[src/design/pvi_cfg.svh]
// constants of the parallel video input port: offsets, fields, resets, timing
`ifndef PVI_CFG_SVH
`define PVI_CFG_SVH

// ==========================================================
// register byte offsets
`define PVI_OFS_CTRL 8'h00
`define PVI_OFS_HSTART 8'h04
`define PVI_OFS_HACT 8'h08
`define PVI_OFS_VSTART 8'h0C
`define PVI_OFS_VACT 8'h10
`define PVI_OFS_STATUS 8'h14
`define PVI_OFS_SIZE 8'h18
`define PVI_OFS_PERIOD 8'h1C
`define PVI_OFS_FRAMES 8'h20

// ==========================================================
// field layout
`define PVI_CTRL_W 10
`define PVI_WIN_W 12
`define PVI_SIZE_H_LSB 16
`define PVI_ST_EYE 0
`define PVI_ST_MASK 1
`define PVI_ST_SIZE_OK 2
`define PVI_ST_RATE_OK 3
`define PVI_ST_SCALE_LSB 4
`define PVI_ST_RUN 6
`define PVI_ST_LOST 7

// ==========================================================
// reset values: rising capture edge, active high syncs and mask, strobe in use
`define PVI_CTRL_RST 10'h080
`define PVI_HSTART_RST 12'h000
`define PVI_HACT_RST 12'h780
`define PVI_VSTART_RST 12'h000
`define PVI_VACT_RST 12'h438

// ==========================================================
// accepted source sizes
`define PVI_W_FULL 12'd1920
`define PVI_H_FULL 12'd1080
`define PVI_W_HALF 12'd960
`define PVI_H_HALF 12'd540
`define PVI_W_720P 12'd1280
`define PVI_H_720P 12'd720

// ==========================================================
// timing: system clock and frame rates in millihertz
`define PVI_CLK_HZ 20000000
`define PVI_RATE_2D_MIN_MHZ 5000
`define PVI_RATE_2D_MAX_MHZ 62000
`define PVI_RATE_3D_MIN_MHZ 94500
`define PVI_RATE_3D720_MIN_MHZ 98000
`define PVI_RATE_3D_MAX_MHZ 122000
// shortest frame period rounds up, longest rounds down
`define PVI_CYC_UP(mhz) (32'((64'(`PVI_CLK_HZ) * 64'd1000 + 64'(mhz) - 64'd1) / 64'(mhz)))
`define PVI_CYC_DN(mhz) (32'((64'(`PVI_CLK_HZ) * 64'd1000) / 64'(mhz)))

`endif

[src/design/pvi_pad.sv]
// holds no logic

[src/design/pvi_pkg.sv]
// types shared by the parallel video input port
package pvi_pkg;

    // ==========================================================
    // enumerations
    typedef enum logic [1:0] {
        PVI_FMT_888 = 2'b00,
        PVI_FMT_666 = 2'b01,
        PVI_FMT_565 = 2'b10,
        PVI_FMT_422 = 2'b11
    } pvi_fmt_t;

    typedef enum logic [1:0] {
        PVI_SCL_NONE = 2'b00,
        PVI_SCL_H2 = 2'b01,
        PVI_SCL_V2 = 2'b10,
        PVI_SCL_1P5 = 2'b11
    } pvi_scale_t;

    typedef enum logic [1:0] {
        PVI_ST_IDLE = 2'b00,
        PVI_ST_SEEK = 2'b01,
        PVI_ST_RUN = 2'b10
    } pvi_fsm_t;

    // ==========================================================
    // carriers
    typedef struct packed {
        logic glasses_en;
        logic mode_3d;
        logic use_de;
        logic mask_low;
        logic cap_fall;
        logic hs_low;
        logic vs_low;
        logic enable;
        pvi_fmt_t fmt;
    } pvi_ctrl_t;

    typedef struct packed {
        logic valid;
        logic sof;
        logic sol;
        logic eye;
        logic [23:0] data;
    } pvi_pix_t;

    typedef struct packed {
        logic pclk;
        logic fs;
        logic ls;
        logic de;
        logic eye;
        logic mask;
        logic [23:0] bus;
    } pvi_pins_t;

endpackage

[src/design/pvi_port.sv]
// parallel video input port: pin capture, framing, format unpack and apb registers
//
// The placing of the registers and the APB interface to the registers were chosen for this implementation.
`include "pvi_cfg.svh"

// Operation
// - 2D accepts 1080p, 720p at 5-62 Hz
// - 3D accepts half sizes and 720p ranges
// - eye select marks each 3D frame
// - reduced 3D sizes flagged for upscaling
// - display frame paced by input frames
// - optional glasses sync follows eye
// - 24-bit 888 format on 24 wires
// - 18-bit 666 format on 18 wires
// - 16-bit 565 format on 16 wires
// - 16-bit 4:2:2 with even-sited chroma
// - frame, line, valid, 24-bit data, clock
// - sync polarities and capture edge programmable
// - auto window from pixel, line counts
// - mask blocks frames, keeps displayed image
// - mask polarity programmable, active high default
// - capture on rising edge after reset
module pvi_port #(
    parameter int PER_W = 23,
    parameter int unsigned P2D_LO = `PVI_CYC_UP(`PVI_RATE_2D_MAX_MHZ),
    parameter int unsigned P2D_HI = `PVI_CYC_DN(`PVI_RATE_2D_MIN_MHZ),
    parameter int unsigned P3D_LO = `PVI_CYC_UP(`PVI_RATE_3D_MAX_MHZ),
    parameter int unsigned P3D_HI = `PVI_CYC_DN(`PVI_RATE_3D_MIN_MHZ),
    parameter int unsigned P3D720_HI = `PVI_CYC_DN(`PVI_RATE_3D720_MIN_MHZ)
) (
    // clock and reset
    input wire logic pclk,
    input wire logic presetn,
    // apb slave
    input wire logic psel,
    input wire logic penable,
    input wire logic pwrite,
    input wire logic [7:0] paddr,
    input wire logic [31:0] pwdata,
    output logic [31:0] prdata,
    output logic pready,
    output logic pslverr,
    // video pins
    input wire logic pix_clk,
    input wire logic frame_sync,
    input wire logic line_sync,
    input wire logic pixel_valid_in,
    input wire logic [23:0] pixel_bus,
    input wire logic eye_select,
    input wire logic frame_update_mask,
    // display side
    output pvi_pkg::pvi_pix_t pix_out,
    output logic disp_frame,
    output logic frame_hold,
    output pvi_pkg::pvi_scale_t scale_mode,
    output logic glasses_sync
);
    import pvi_pkg::*;

    // ==========================================================
    // parameter checks
    if (PER_W < 2 || PER_W > 31) begin : g_chk_w
        $error("period counter width out of range");
    end
    if (P2D_HI >= (32'd1 << PER_W) || P2D_LO >= P2D_HI || P3D_LO >= P3D_HI || P3D_LO >= P3D720_HI) begin : g_chk_p
        $error("frame period limits do not fit");
    end

    localparam logic [PER_W-1:0] PER_MAX = PER_W'(P2D_HI);

    typedef struct packed {
        pvi_fsm_t st;
        pvi_ctrl_t ctrl;
        logic [`PVI_WIN_W-1:0] hstart, hact, vstart, vact;
        logic [31:0] prdata;
        logic pclk_d;
        logic vs_d;
        logic hs_d;
        logic [`PVI_WIN_W-1:0] hcnt, vcnt, line_pix, line_cnt, meas_w, meas_h;
        logic [PER_W-1:0] per_cnt;
        logic [PER_W-1:0] period;
        logic lost;
        logic [31:0] frames;
        logic eye;
        logic mask_lat;
        logic sof_pend;
        logic cphase;
        logic [7:0] cb_hold;
        logic [7:0] cr_hold;
        logic size_ok;
        logic rate_ok;
        pvi_scale_t scale;
        pvi_pix_t pix;
        logic disp_frame;
    } pvi_state_t;

    pvi_state_t s;
    pvi_state_t next_s;
    pvi_pins_t pin_raw;
    pvi_pins_t pin;

    // ==========================================================
    // pin capture: every pin level, pixel clock included, crosses two flops
    assign pin_raw = '{pclk: pix_clk, fs: frame_sync, ls: line_sync, de: pixel_valid_in,
                       eye: eye_select, mask: frame_update_mask, bus: pixel_bus};

    pvi_sync2 #(
        .W($bits(pvi_pins_t))
    ) u_sync (
        .pclk(pclk),
        .presetn(presetn),
        .d(pin_raw),
        .q(pin)
    );

    // ==========================================================
    // pin unpacking into 8-bit components, comp2 high, comp0 low
    function automatic logic [23:0] pvi_unpack(input pvi_fmt_t fmt, input logic [23:0] b,
                                                input logic odd, input logic [7:0] cb, input logic [7:0] cr);
        logic [23:0] r;
        r = b;
        unique case (fmt)
            PVI_FMT_888: r = b;
            PVI_FMT_666: r = {b[17:12], b[17:16], b[11:6], b[11:10], b[5:0], b[5:4]};
            PVI_FMT_565: r = {b[15:11], b[15:13], b[10:5], b[10:9], b[4:0], b[4:2]};
            PVI_FMT_422: r = odd ? {b[7:0], b[15:8], cb} : {cr, b[15:8], b[7:0]};
        endcase
        return r;
    endfunction

    // ==========================================================
    // decoded capture-time terms
    logic cap, vs, hs, vs_lead, hs_lead, mask_now, mlat, ev, win, accept, cp, hit;
    logic [`PVI_WIN_W-1:0] hidx, vidx, lp;
    logic [`PVI_WIN_W:0] hend, vend;
    logic [31:0] per32, rd_val, stat;
    logic is_full, is_720, is_hh, is_hw, size_ok_v, rate_ok_v;
    pvi_scale_t scale_v;

    // capture edge from the synchronised pixel clock and its delayed copy
    always_comb begin
        cap = s.ctrl.cap_fall ? (s.pclk_d & ~pin.pclk) : (~s.pclk_d & pin.pclk);
        vs = pin.fs ^ s.ctrl.vs_low;
        hs = pin.ls ^ s.ctrl.hs_low;
        vs_lead = vs & ~s.vs_d;
        hs_lead = hs & ~s.hs_d;
        mask_now = pin.mask ^ s.ctrl.mask_low;
        // mask only acts from a frame boundary, since it may only move in blanking
        mlat = vs_lead ? mask_now : s.mask_lat;
        ev = vs_lead ? pin.eye : s.eye;
        hidx = hs_lead ? '0 : s.hcnt + 1'b1;
        vidx = vs_lead ? '0 : (hs_lead ? s.vcnt + 1'b1 : s.vcnt);
        lp = (hs_lead || vs_lead) ? '0 : s.line_pix;
        cp = hs_lead ? 1'b0 : s.cphase;
        hend = {1'b0, s.hstart} + {1'b0, s.hact};
        vend = {1'b0, s.vstart} + {1'b0, s.vact};
        // without the strobe the window is counted from the syncs
        if (s.ctrl.use_de) begin
            win = pin.de;
        end else begin
            win = (hidx >= s.hstart) && ({1'b0, hidx} < hend) &&
                  (vidx >= s.vstart) && ({1'b0, vidx} < vend);
        end
        accept = (s.st == PVI_ST_RUN) && win && !mlat;
    end

    // size and rate class of the frame that just ended
    always_comb begin
        per32 = 32'(s.per_cnt);
        is_full = (s.meas_w == `PVI_W_FULL) && (s.line_cnt == `PVI_H_FULL);
        is_720 = (s.meas_w == `PVI_W_720P) && (s.line_cnt == `PVI_H_720P);
        is_hh = (s.meas_w == `PVI_W_FULL) && (s.line_cnt == `PVI_H_HALF);
        is_hw = (s.meas_w == `PVI_W_HALF) && (s.line_cnt == `PVI_H_FULL);
        if (s.ctrl.mode_3d) begin
            size_ok_v = is_hh || is_hw || is_720;
            rate_ok_v = (per32 >= P3D_LO) && (is_720 ? per32 <= P3D720_HI : per32 <= P3D_HI);
        end else begin
            size_ok_v = is_full || is_720;
            rate_ok_v = (per32 >= P2D_LO) && (per32 <= P2D_HI) && !s.lost;
        end
        // reduced sizes are scaled to the full panel downstream
        if (is_hh) begin
            scale_v = PVI_SCL_V2;
        end else if (is_hw) begin
            scale_v = PVI_SCL_H2;
        end else if (is_720) begin
            scale_v = PVI_SCL_1P5;
        end else begin
            scale_v = PVI_SCL_NONE;
        end
    end

    // ==========================================================
    // register read mux
    always_comb begin
        stat = '0;
        stat[`PVI_ST_EYE] = s.eye;
        stat[`PVI_ST_MASK] = mask_now;
        stat[`PVI_ST_SIZE_OK] = s.size_ok;
        stat[`PVI_ST_RATE_OK] = s.rate_ok;
        stat[`PVI_ST_SCALE_LSB +: 2] = s.scale;
        stat[`PVI_ST_RUN] = (s.st == PVI_ST_RUN);
        stat[`PVI_ST_LOST] = s.lost;
        hit = 1'b1;
        unique case (paddr)
            `PVI_OFS_CTRL: rd_val = 32'(s.ctrl);
            `PVI_OFS_HSTART: rd_val = 32'(s.hstart);
            `PVI_OFS_HACT: rd_val = 32'(s.hact);
            `PVI_OFS_VSTART: rd_val = 32'(s.vstart);
            `PVI_OFS_VACT: rd_val = 32'(s.vact);
            `PVI_OFS_STATUS: rd_val = stat;
            `PVI_OFS_SIZE: rd_val = (32'(s.meas_h) << `PVI_SIZE_H_LSB) | 32'(s.meas_w);
            `PVI_OFS_PERIOD: rd_val = 32'(s.period);
            `PVI_OFS_FRAMES: rd_val = s.frames;
            default: begin
                rd_val = '0;
                hit = 1'b0;
            end
        endcase
    end

    // ==========================================================
    // next state
    always_comb begin
        next_s = s;
        next_s.pix.valid = 1'b0;
        next_s.pix.sof = 1'b0;
        next_s.pix.sol = 1'b0;
        next_s.disp_frame = 1'b0;
        next_s.pclk_d = pin.pclk;

        // apb: read data is loaded in the setup cycle so the access phase shows a flop
        if (psel && !penable) begin
            next_s.prdata = rd_val;
        end
        if (psel && penable && pwrite) begin
            unique case (paddr)
                `PVI_OFS_CTRL: next_s.ctrl = pvi_ctrl_t'(pwdata[`PVI_CTRL_W-1:0]);
                `PVI_OFS_HSTART: next_s.hstart = pwdata[`PVI_WIN_W-1:0];
                `PVI_OFS_HACT: next_s.hact = pwdata[`PVI_WIN_W-1:0];
                `PVI_OFS_VSTART: next_s.vstart = pwdata[`PVI_WIN_W-1:0];
                `PVI_OFS_VACT: next_s.vact = pwdata[`PVI_WIN_W-1:0];
                default: ;
            endcase
        end

        // frame period in system cycles; stalling at the longest legal period marks lost syncs
        if (s.per_cnt != PER_MAX) begin
            next_s.per_cnt = s.per_cnt + 1'b1;
        end else begin
            next_s.lost = 1'b1;
        end

        unique case (s.st)
            PVI_ST_IDLE: begin
                if (s.ctrl.enable) begin
                    next_s.st = PVI_ST_SEEK;
                end
            end
            PVI_ST_SEEK: begin
                if (!s.ctrl.enable) begin
                    next_s.st = PVI_ST_IDLE;
                end else if (cap && vs_lead) begin
                    next_s.st = PVI_ST_RUN;
                end
            end
            PVI_ST_RUN: begin
                if (!s.ctrl.enable) begin
                    next_s.st = PVI_ST_IDLE;
                end
            end
            default: next_s.st = PVI_ST_IDLE;
        endcase

        if (s.st != PVI_ST_IDLE && cap) begin
            next_s.vs_d = vs;
            next_s.hs_d = hs;
            next_s.hcnt = hidx;
            next_s.vcnt = vidx;
            next_s.line_pix = lp;
            next_s.cphase = cp;
            // a line that carried pixels closes at the next line sync; the last line of a frame is cleared uncounted at the frame sync
            if (hs_lead && s.line_pix != '0) begin
                next_s.line_cnt = s.line_cnt + 1'b1;
                next_s.meas_w = s.line_pix;
            end
            if (vs_lead) begin
                next_s.meas_h = s.line_cnt;
                next_s.line_cnt = '0;
                next_s.period = s.per_cnt;
                next_s.per_cnt = '0;
                next_s.lost = (s.per_cnt == PER_MAX);
                next_s.eye = pin.eye;
                next_s.mask_lat = mask_now;
                next_s.sof_pend = 1'b1;
                next_s.size_ok = size_ok_v;
                next_s.rate_ok = rate_ok_v;
                next_s.scale = scale_v;
                // one display frame per source frame, masked or not
                next_s.disp_frame = (s.st == PVI_ST_RUN);
                next_s.frames = s.frames + 1'b1;
            end
            if (accept) begin
                next_s.pix.valid = 1'b1;
                next_s.pix.sof = s.sof_pend;
                next_s.pix.sol = (lp == '0);
                next_s.pix.eye = ev;
                next_s.pix.data = pvi_unpack(s.ctrl.fmt, pin.bus, cp, s.cb_hold, s.cr_hold);
                next_s.sof_pend = 1'b0;
                next_s.line_pix = lp + 1'b1;
                next_s.cphase = ~cp;
                // chroma alternates blue then red, both sited on the even luma
                if (!cp) begin
                    next_s.cb_hold = pin.bus[7:0];
                end else begin
                    next_s.cr_hold = pin.bus[7:0];
                end
            end
        end
    end

    // ==========================================================
    // state register
    always_ff @(posedge pclk or negedge presetn) begin
        if (!presetn) begin
            s <= '0;
            s.ctrl <= pvi_ctrl_t'(`PVI_CTRL_RST);
            s.hstart <= `PVI_HSTART_RST;
            s.hact <= `PVI_HACT_RST;
            s.vstart <= `PVI_VSTART_RST;
            s.vact <= `PVI_VACT_RST;
        end else begin
            s <= next_s;
        end
    end

    // ==========================================================
    // outputs
    assign prdata = s.prdata;
    assign pready = 1'b1;
    assign pslverr = psel && penable && !hit;
    assign pix_out = s.pix;
    assign disp_frame = s.disp_frame;
    assign frame_hold = s.mask_lat;
    assign scale_mode = s.scale;
    assign glasses_sync = s.ctrl.glasses_en & s.eye;
endmodule

[src/design/pvi_sync2.sv]
// two-flop synchroniser for a group of pin levels
module pvi_sync2 #(
    parameter int W = 1
) (
    // clock and reset
    input wire logic pclk,
    input wire logic presetn,
    // levels
    input wire logic [W-1:0] d,
    output logic [W-1:0] q
);
    typedef struct packed {
        logic [W-1:0] meta;
        logic [W-1:0] stab;
    } pvi_sync_t;

    pvi_sync_t s;
    pvi_sync_t next_s;

    // ==========================================================
    // the first stage feeds only the second
    always_comb begin
        next_s.meta = d;
        next_s.stab = s.meta;
    end

    always_ff @(posedge pclk or negedge presetn) begin
        if (!presetn) begin
            s <= '0;
        end else begin
            s <= next_s;
        end
    end

    assign q = s.stab;
endmodule

[config.mk]
export PLATFORM = sky130hd
export DESIGN_NAME = pvi_port
export DESIGN_NICKNAME = d
export VERILOG_FILES = /design/src/design/pvi_pad.sv /design/src/design/pvi_pkg.sv /design/src/design/pvi_port.sv /design/src/design/pvi_sync2.sv
export VERILOG_INCLUDE_DIRS = /design/src /design/src/design
export SDC_FILE = /design/constraint.sdc
export NUM_CORES = 1
export LEC_CHECK = 0
export BUFFER_PORTS_ARGS = -buffer_cell sky130_fd_sc_hd__buf_2
export CAP_MARGIN = 20
export CORE_MARGIN = 8
export CORE_UTILIZATION = 50
export DETAILED_ROUTE_END_ITERATION = 10
export PLACE_DENSITY = 0.73
export SYNTH_ARGS = -nofsm -noshare
export SYNTH_HDL_FRONTEND = slang
export SYNTH_SLANG_ARGS = --single-unit
export TNS_END_PERCENT = 20
[constraint.sdc]
create_clock -name pclk -period 12.45 [get_ports pclk]
set_input_delay 1.8675 -clock pclk [delete_from_list [all_inputs] [get_ports pclk]]
set_output_delay 1.8675 -clock pclk [all_outputs]
set_load 0.05 [all_outputs]
Yosys cells after proc, flatten, opt, wreduce, memory -nomap -nowiden
Index checks and enable logic that the tools add are counted.
- register bits: 359
- latch bits: 0
- memory bits (writable): 0
- bits in read-only memories: 0
- memories kept: 0
- add/subtract/negate cells: 8
- $mul: 0
- div/mod/pow operators: 0
- magnitude comparators: 9
- equal/unequal tests: 24
- shifts and indexed selects: 0
- muxes and demuxes: 37
- bitwise operators: 14
- reduce and logical (&&, ||, !) cells: 49
- operators with widths (kind ; number):
    $pmux 32 s9 ; 1
    $mux 132 ; 1
    $pmux 24 s4 ; 1
    $mux 82 ; 1
    $mux 12 ; 6
    $add 12x1->12 const B ; 4
    $mux 24 ; 2
    $le 23x18->1 const B ; 2
    $eq 12x10->1 const B ; 3
    $eq 12x11->1 const B ; 3
    $add 32x1->32 const B ; 1
    $eq 8x5->1 const B ; 4
    $mux 28 ; 1
    $or 28x12->28 ; 1
    $add 12x12->13 ; 2
    $lt 12x13->1 ; 2
    $ge 12x12->1 ; 2
    $add 23x1->23 const B ; 1
    $eq 23x22->1 const B ; 1
    $ge 23x18->1 const B ; 1
    $ge 23x19->1 const B ; 1
    $le 23x22->1 const B ; 1
    $mux 23 ; 1
    $ne 23x22->1 const B ; 1
    27 further kinds ; 97

Depth between registers and ports, before layout
Gate-level depths: netlist of run 1.
- depth after elaboration: 12
- mapped depth: 21
- mapped depth without buffers: 19

Modules after synthesis
From an unflattened synthesis of run 1, not the netlist that was laid out.
- cell total of the unflattened synthesis: 1821
- area, all modules: 18597.8 µm²
- modules (own cells, without submodules) (module ; times used ; cells each ; area an instance (µm²) ; seq. area each (µm²)):
    pvi_port ; 1 ; 1761 ; 17096.4 ; 7493.4
    pvi_sync2 ; 1 ; 60 ; 1501.4 ; 1501.4

Least setup slack after synthesis of run 1
No wires, ideal clock.
- path kind: input-to-output
- start: input paddr[2]
- end: output pslverr
- arrival time: 3.656 ns
- data required time: 10.582 ns
- path slack: 6.926 ns
- stages: 5
- path through: or4_1 > nor4_1 > buf_2 > buf_2 > a211oi_1
- cells in the longest elaborated chain, start to end: 5
- elaborated cells between the ends (all ways): 13
- those cells by class: eq/ne (8); mux (1); reduce/logical (4)
- RTL lines (what ; RTL line ; RTL):
    start: declaration ; pvi_port.sv:38 ; input wire logic [7:0] paddr,
    $eq 8x4->1, or another cell as far along ; pvi_port.sv:205 ; unique case (paddr)
    $reduce_or 9->1 (no source line) (*) ; n/a ;
    $mux 1 (*) ; pvi_port.sv:205 ;
    $logic_not 1->1 (*) ; pvi_port.sv:341 ; assign pslverr = psel && penable && !hit;
    $logic_and 1x1->1 (*) ; pvi_port.sv:341 ;
    end: declaration ; pvi_port.sv:42 ; output logic pslverr,
Every way passes the cells marked *; elsewhere a longest branch is shown, timed or not.

Worst setup path in the final report of run 1
- start: register s[275] (netlist bit)
- end: register s (netlist bit pix_out[18])
- cells in the longest elaborated chain, start to end: 9
- elaborated cells between the ends (all ways): 10
- those cells by class: add/sub (1); order compare (2); mux (1); reduce/logical (6)
- RTL lines (what ; RTL line ; RTL):
    start: declaration ; pvi_port.sv:97 ; pvi_state_t s;
    start signal: assignment ; pvi_port.sv:333 ; s <= next_s;
    $add 12x12->13 ; pvi_port.sv:155 ; hend = {1'b0, s.hstart} + {1'b0, s.hact};
    $lt 12x13->1 ; pvi_port.sv:161 ; win = (hidx >= s.hstart) && ({1'b0, hidx} < hend) &&
    $logic_and 1x1->1 (*) (2 in series) ; pvi_port.sv:161 ;
    $logic_and 1x1->1 (*) ; pvi_port.sv:162 ; (vidx >= s.vstart) && ({1'b0, vidx} < vend);
    $mux 1 (*) ; pvi_port.sv:158 ; if (s.ctrl.use_de) begin
    $logic_and 1x1->1 (*) (2 in series) ; pvi_port.sv:164 ; accept = (s.st == PVI_ST_RUN) && win && !mlat;
    $reduce_and 2->1 (no source line) (*) ; n/a ;
Marked as above.
A chain may end at the register's enable or synchronous reset.

==> impl_metrics.ini, run 1 <==
[run_status]
status = completed

[synth]
synth-seq-cells = 359
synth-seq-area-share = 0.483
async_reset_ff_frac = 1.00
synth_edf_count = 0
syn_inst = 1746
syn_nets = 1904
synth_ff_type = dfrtp_1
synthDistinctLibCells = 75
syn_area_per_cell_um2 = 10.7
yosysWarnings = 0
netlist_area_um2 = 18600

[grt]
grt_util_met3 = 0.0569
grt_max_degree = 192
track_usage = 0.208
grt_pass1_wl_um = 73800
grt_busiest_layer = met2
grt-ovfl-total = 0
met2_usage = 0.323
antenna_found_initial = 2
grt_pass1_vias = 13800
use_met1 = 0.280

[run]
maxCapViolations = 0

[clock_tree]
clock_path_buffers = 3
cts_sinks = 359
cts-root-buf = clkbuf_16
worstSkewPairLatency_ns = 0.57
hold_buffers = 0
numCtsBuffers = 39
cts_max_level = 2
cts_tree = done
clk_pin_slew_ns = 0.06
cts_setup_buffers = 0
cts_resized = 0

[sta]
fin_tns_setup_ns = 0
period_minus_slack_ns = 5.64
rsz0062_at_grt = no
worst_slew_margin_rel = 0.255
worstMarginPinSlew_ns = 1.11
fmax_mhz = 177
finClkSkew_ns = 0.0287
finalMaxSlewViolations = 0
whs_ns = 0.346
setup_viol = 0
fin_crit_sh = 0.453
hold_violations = 0

[hold_path]
hold_path.class = flip-flop to flip-flop

[routing]
drc = 0
drtIter0Drc = 1291
finalWirelength_um = 45900
vias_per_cell = 5.93
dr.pass1.iters = 9
wl_per_cell_um = 20.2
antenna_left = 0
vias = 13500

[layout]
drive_above_1_share = 0.212
finalNetCount = 1936
syn_to_final_growth_pct = 9.89
fillCellCount = 3130

[setup_path]
start_kind = flip-flop
worstPathRequired_ns = 12.90
cp-end-kind = flip-flop
arrival_ns = 6.09
r2r_slack_ns = 6.81
critPathKind = flip-flop to flip-flop
crit_fanout = 27

[floorplanning]
dieWidth_um = 209
rows = 70
initial_utilization = 0.508
die_y_um = 209
ios = 142
coreArea_um2 = 36600
die-area_um2 = 43700

[placed_design]
gp_congestion = 0.965
dp_hpwl_um = 32700
io_buffers = 120

[power]
leakage_nw = 9.72
irDropWorstVdd_mv = 0.142
power_density_nw_per_um2 = 123
through the flow:
stage / power, mW / utilization / instance area [um2] / cells / worst slack (ns)
CTS: 2.53 / 0.557 / 20400 / 2266 / 6.95
detailed placement: 1.40 / 0.523 / 19100 / 2201 / 6.99
floorplan: 1.33 / - / 18600 / 1746 / 6.93
global placement: 1.39 / 0.523 / 19100 / 2201 / 7.08
global route: 2.59 / 0.559 / 20500 / 2271 / 6.24
finish: 2.51 / 0.559 / 20500 / 2272 / 6.81
path summary, 6_finish.rpt:
kind / from / end / cells after the start
max in group asynchronous: presetn / s[193] / 2
min in group asynchronous: presetn / s[99] / 1
setup / recovery: s[275] / pix_out[18] / 18
hold reg to reg: u_sync.next_s[5] / u_sync.q[5] / 0
hold / removal: u_sync.next_s[5] / u_sync.q[5] / 0
setup reg to reg: s[275] / pix_out[18] / 18
cell usage after synthesis, types with 11 or more instances:
cell      instances  area share
mux2i_1          13      0.0070
a21oi_1          57       0.015
nor2b_1          12      0.0040
a222oi_1         17      0.0091
nor2_1          141       0.028
xnor2_1          49       0.023
nor3_1           22      0.0059
nand2_1         176       0.035
mux2_2          134       0.081
dfrtp_1         350        0.47
nand4_1          23      0.0077
nand3_1          58       0.016
buf_4            65       0.026
mux4_2           14       0.017
o21ai_0          74       0.020
ha_1             81       0.054
a22oi_1          33       0.013
and3_1           24      0.0081
o31ai_1          18      0.0073
mux2_4           11      0.0089
clkbuf_1         69       0.014
a21o_1           13      0.0052
inv_1            48      0.0097
a31oi_1          12      0.0040
nor4_1           11      0.0037
xor2_1           54       0.025
nand2b_1         21      0.0071
worst max-delay path, stage by stage, from the launching register on:
cell and delay (ns):
dfrtp_1 0.44, ha_1 0.22, inv_1 0.07, fa_1 0.20, nand2b_1 0.15, a21oi_1 0.09, nor4b_1 0.52, o21bai_1 0.16
a21oi_1 0.21, xor2_1 0.17, ha_1 0.25, a21oi_1 0.15, nor2b_1 0.06, a2111oi_0 0.55, nor3b_1 0.27, o31ai_1 0.15
o31ai_4 0.83, nand2_4 0.54, mux2_4 0.46
flip-flops by register name, indices dropped and copies added (netlist names):
| register | cells |
|---|---|
| scale_mode | 2 |
| u_sync.q | 30 |
| pix_out | 28 |
| disp_frame | 1 |
| prdata | 32 |
| per32 | 23 |
| frame_hold | 1 |
| u_sync.next_s | 30 |
| s | 212 |
area by class of cell:
cell class,instances,area [um2],share of cell area
diodes,2,5.00,0.000245
repair buffers,138,798,0.0390
well taps,468,586,0.0286
multi-input cells,1191,8640,0.422
flip-flops and latches,359,8990,0.440
clock inverters,7,108,0.00526
clock buffers,58,1140,0.0556
inverters,49,184,0.00899
power breakdown:
| group | internal (mW) | switching [mW] |
|---|---|---|
| clock | 0.655 | 0.471 |
| sequential | 1.19 | 0.0424 |
| combinational | 0.0561 | 0.0879 |
| total | 1.90 | 0.601 |
metal layers:
layer	wire, um	vias up
met1	20200	6734
li1	-	6208
met5	11	-
met2	20800	440
met3	3620	88
met4	1270	2
placed cells by master (no fill, tap or decap), types with 11 or more instances in the layout:
cell type	n
a21o_1	13
xor2_1	54
xnor2_1	49
a22oi_1	33
ha_1	81
buf_4	15
dfrtp_1	350
o31ai_1	18
mux2_4	11
nor2_1	141
mux2_2	134
mux2i_1	13
and3_1	24
mux4_2	14
nand3_1	58
nor3_1	22
buf_2	119
a21oi_1	57
o21ai_0	72
a222oi_1	17
nand2_1	176
nand4_1	23
clkbuf_16	39
inv_1	48
a31oi_1	12
nand2b_1	20
nor2b_1	11
logic make-up after synthesis:
logic type,after synthesis,synth area share
and+or+nand+nor,539,0.137
DFF,359,0.483
AOI/OAI and AO/OA,292,0.106
buffers and inverters,196,0.0538
muxes,172,0.114
xor gates and xnor gates,104,0.0493
adders and majority gates,83,0.0566
other,1,0.000201
Power figures use the tool's default switching activity.
==> run 2: changes to the inputs <==
PLACE_DENSITY = 0.76   (was 0.73)
clock period = 4.7 ns   (was 12.45 ns; I/O delays follow)
==> impl_metrics.ini, run 2 (synthesis results as in run 1) <==
[grt]
grt_pass1_vias = 13800
grt-ovfl-total = 0
track_usage = 0.209
grt_max_degree = 148
antenna_found_initial = 3
grt_pass1_wl_um = 74600

[clock_tree]
numCtsBuffers = 39
clk_pin_slew_ns = 0.06
cts_max_level = 2
hold_buffers = 0
cts-root-buf = clkbuf_16
cts_sinks = 359
cts_tree = done
worstSkewPairLatency_ns = 0.54
clock_path_buffers = 3

[placed_design]
dp_hpwl_um = 33100
gp_congestion = 0.938
io_buffers = 120

[routing]
vias_per_cell = 5.91
finalWirelength_um = 45500
drc = 0
drtIter0Drc = 1287
vias = 13500
wl_per_cell_um = 19.9
dr.pass1.iters = 8
antenna_left = 0

[power]
internal-power_mw = 5.03
leakage_nw = 9.75
power_density_nw_per_um2 = 320
clockPowerShare = 0.445
swShare = 0.237
switching_power_mw = 1.56
pwr-share-comb = 0.059
seqPwrFrac = 0.497
irDropWorstVdd_mv = 0.260
power.total_mw = 6.59

[layout]
finalNetCount = 1952
final-seq-area_um2 = 8990
layout_common_cells = dfrtp_1 (350), nand2_1 (175), nor2_1 (141)
syn_to_final_growth_pct = 10.4
drive_above_1_share = 0.223
largest_register_ffs = 212
mostFrequentLayoutCell = dfrtp_1
largest_register = s
fillCellCount = 3040
multi_input_area_um2 = 8690

[setup_path]
start_kind = flip-flop
cp_slowest_cell = dfrtp_1
critPathMaxStageDelay_ns = 0.40
cp-end-kind = flip-flop
critPathKind = flip-flop to flip-flop
r2r_slack_ns = 0.27
r2r_start = s[275]
crit_fanout = 8
arrival_ns = 4.85
worstPathRequired_ns = 5.12
r2r_end = s[37]
path_cells = ha_1, inv_1, fa_1, nand2b_1, a21oi_1, nor4b_2, o21bai_1, a21oi_1, xor2_1, ha_1, a21oi_1, nor2b_1, a2111oi_2, nor3b_2, o31ai_1, o31ai_4, buf_4, ha_1, nand2_2, mux2_2
reg2regPathDepth = 20

[sta]
setup_viol = 0
worstMarginPinSlew_ns = 0.809
period_minus_slack_ns = 4.43
fin_tns_setup_ns = 0
finClkSkew_ns = 0.0264
worst_slew_margin_rel = 0.460
fin_crit_sh = 0.944
fmax_mhz = 225
hold_violations = 0
finalMaxSlewViolations = 0

[run]
maxCapViolations = 0

[floorplanning]
initial_utilization = 0.508
die-area_um2 = 43700
ios = 142
rows = 70
dieWidth_um = 209
coreArea_um2 = 36600
die_y_um = 209

[run_status]
status = completed

[hold_path]
hold_path.class = input pin to async pin
run 2: timing repair:
item / in CTS / in global routing
setup buffers: 0 / 1
endpoints found under the setup margin: 0 / 54
resized for setup: 0 / 10
endpoints found under the hold margin: 0 / 0
run 2: worst max-delay path by stage:
stage	start	end	slack, ns
floorplan	s[275]	s[33]	0.34
global placement	s[275]	pix_out[18]	0.11
detailed placement	s[275]	s[47]	0.08
CTS	s[275]	s[37]	0.04
global route	s[275]	s[37]	-0.02
finish	s[275]	s[37]	0.27
run 2: per-layer routing:
metal,wire length [um],vias up,track usage,part of all wire
li1,-,6253,-,-
met1,19700,6714,0.284,0.43
met2,21000,462,0.330,0.46
met3,3490,100,0.0491,0.077
met4,1290,4,0.0625,0.028
met5,28,-,0,0.00062
run 2: critical path, delay by kind of cell (launching register included):
kind | cells | cell delay (ns)
AND/OR/NAND/NOR | 5 | 0.71
buffers and inverters | 2 | 0.26
multiplexers | 1 | 0.33
flip-flops | 1 | 0.40
adder cells (fa/ha/maj) | 4 | 1.05
AO/OA/AOI/OAI | 7 | 1.41
XOR/XNOR | 1 | 0.15
run 2: power groups by stage:
stage / Combinational [mW] / Clock [mW] / Sequential [mW]
2_1_floorplan: 0.277 / 0 / 3.25
3_3_place_gp: 0.374 / 0 / 3.32
3_5_place_dp: 0.386 / 0 / 3.33
4_1_cts: 0.389 / 3.00 / 3.27
5_1_grt: 0.440 / 3.11 / 3.28
6_report: 0.386 / 2.93 / 3.27
run 2: cell type report:
class,instances,area share
tap,468,0.0285
antenna,1,0.000122
timing repair buffer,154,0.0426
clock buffer,54,0.0522
inverter,49,0.00895
sequential,359,0.438
clock inverter,13,0.00737
multi-input combinational,1191,0.423
run 2: per-stage QoR:
| stage | instances | hold slack, ns | instance area, um2 | worst slack, ns | util |
|---|---|---|---|---|---|
| floorplan | 1746 | 0.331 | 18600 | 0.336 | - |
| global placement | 2218 | 0.332 | 19300 | 0.106 | 0.526 |
| detailed placement | 2218 | 0.335 | 19300 | 0.0808 | 0.526 |
| CTS | 2285 | 0.132 | 20500 | 0.0366 | 0.560 |
| global route | 2289 | 0.161 | 20600 | -0.0153 | 0.561 |
| finish | 2289 | 0.133 | 20600 | 0.265 | 0.561 |
==> run 3: changes to the inputs <==
RECOVER_POWER = 25   (was default)
==> impl_metrics.ini, run 3 (synthesis results as in run 1) <==
[layout]
finish.utilization = 0.561
fin_cells = 2289
layout_common_cells = dfrtp_1 (350), nand2_1 (175), nor2_1 (141)
largest_register = s
fillCellCount = 3041
largest_register_ffs = 212
mostFrequentLayoutCell = dfrtp_1
syn_to_final_growth_pct = 10.4
drive_above_1_share = 0.223
finalNetCount = 1952

[clock_tree]
cts_sinks = 359
cts_max_level = 2
cts_tree = done
hold_buffers = 0
clk_pin_slew_ns = 0.06
worstSkewPairLatency_ns = 0.55
cts-root-buf = clkbuf_16
clock_path_buffers = 3
numCtsBuffers = 39

[power]
power_density_nw_per_um2 = 321
internal-power_mw = 5.03
swShare = 0.238
leakage_nw = 9.75
clockPowerShare = 0.445
pwr-share-comb = 0.058
seqPwrFrac = 0.496
irDropWorstVdd_mv = 0.260
switching_power_mw = 1.57

[sta]
fmax_mhz = 225
setup_viol = 0
finalMaxSlewViolations = 66
fin_crit_sh = 0.944
fin_tns_setup_ns = 0
hold_violations = 0
worstMarginPinSlew_ns = 3.71
whs_ns = 0.271
finClkSkew_ns = 0.0292
worst_slew_margin_rel = -1.47
period_minus_slack_ns = 4.43

[placed_design]
io_buffers = 120
dp_hpwl_um = 33100
gp_congestion = 0.938
dp_cells = 2218

[floorplanning]
initial_utilization = 0.508
ios = 142
coreArea_um2 = 36600
die_y_um = 209
rows = 70
die-area_um2 = 43700
dieWidth_um = 209

[routing]
finalWirelength_um = 45500
antenna_left = 0
dr.pass1.iters = 6
vias = 13500
wl_per_cell_um = 19.9
drtIter0Drc = 1289
vias_per_cell = 5.91
drc = 0

[grt]
grt_pass1_vias = 13800
grt-ovfl-total = 0
track_usage = 0.209
grt_max_degree = 148
antenna_found_initial = 3
grt_pass1_wl_um = 74600

[setup_path]
worstPathRequired_ns = 5.12
arrival_ns = 4.85
critPathKind = flip-flop to flip-flop
cp-end-kind = flip-flop
crit_fanout = 8
path_cells = ha_1, inv_1, fa_1, nand2b_1, a21oi_1, nor4b_2, o21bai_1, a21oi_1, xor2_1, ha_1, a21oi_1, nor2b_1, a2111oi_2, nor3b_2, o31ai_1, o31ai_4, buf_4, ha_1, nand2_2, mux2_2
r2r_start = s[275]
cp_slowest_cell = dfrtp_1
start_kind = flip-flop
critPathMaxStageDelay_ns = 0.40
crit_start = s[275]

[run_status]
status = complete, but fails checks
violations = max-capacitance violations, max-slew violations

[hold_path]
hold_start = pixel_bus[10]
hold_path.class = input pin to flip-flop

[run]
maxCapViolations = 1
## run 3: cell types whose count changed in the layout (fill, tap and decap cells not counted)
cell / delta
buf_8: -1
clkbuf_4: +2
buf_4: -2
clkbuf_1: +1
## run 3: power groups by stage
stage / clock network [mW] / registers, mW / logic (mW)
floorplan: 0 / 3.25 / 0.277
global placement: 0 / 3.32 / 0.374
detailed placement: 0 / 3.33 / 0.386
CTS: 3.00 / 3.27 / 0.389
finish: 2.93 / 3.27 / 0.385
global route: 3.11 / 3.28 / 0.440
## run 3: layer usage
| metal | up-vias | track usage | share of wire |
|---|---|---|---|
| met5 | - | 0 | 0.00062 |
| met4 | 4 | 0.0625 | 0.028 |
| met3 | 96 | 0.0491 | 0.078 |
| met2 | 478 | 0.330 | 0.46 |
| met1 | 6693 | 0.284 | 0.43 |
| li1 | 6256 | - | - |
## run 3: timing repair
| item | in CTS | in global routing |
|---|---|---|
| setup endpoints to repair | 0 | 54 |
| resized for setup | 0 | 10 |
| buffers inserted | 0 | 1 |
## run 3: critical path: cells and delay by family, from the launching register on
family                   cells  cell delay (ns)
AO/OA/AOI/OAI                7             1.41
XOR/XNOR                     1             0.15
adder cells (fa/ha/maj)      4             1.05
buffers and inverters        2             0.26
flip-flops                   1             0.40
multiplexers                 1             0.33
AND/OR/NAND/NOR              5             0.71
## run 3: layout make-up
class	instances	area [um2]	share of cell area
clock buffer	54	1070	0.0522
inverter	49	184	0.00895
antenna	1	2.50	0.000122
multi-input combinational	1191	8690	0.423
clock inverter	13	151	0.00737
sequential	359	8990	0.438
timing repair buffer	154	865	0.0421
tap	468	586	0.0285
## run 3: worst paths after layout
check / endpoint / slack [ns] / cells past startpoint
max: s[37] / 0.27 / 20
min: u_sync.next_s[10] / 0.27 / 1
max reg2reg: s[37] / 0.27 / 20
min reg2reg: u_sync.q[1] / 0.34 / 0
max in group asynchronous: s[183] / 0.83 / 2
min in group asynchronous: s[153] / 1.48 / 1
## run 3: per-stage QoR
step / cell area, um2 / setup WS (ns) / total power, mW
final: 20500 / 0.265 / 6.59
after global routing: 20500 / -0.0153 / 6.84
after global placement: 19300 / 0.106 / 3.69
after CTS: 20500 / 0.0366 / 6.65
after floorplan: 18600 / 0.336 / 3.52
after detailed placement: 19300 / 0.0808 / 3.71
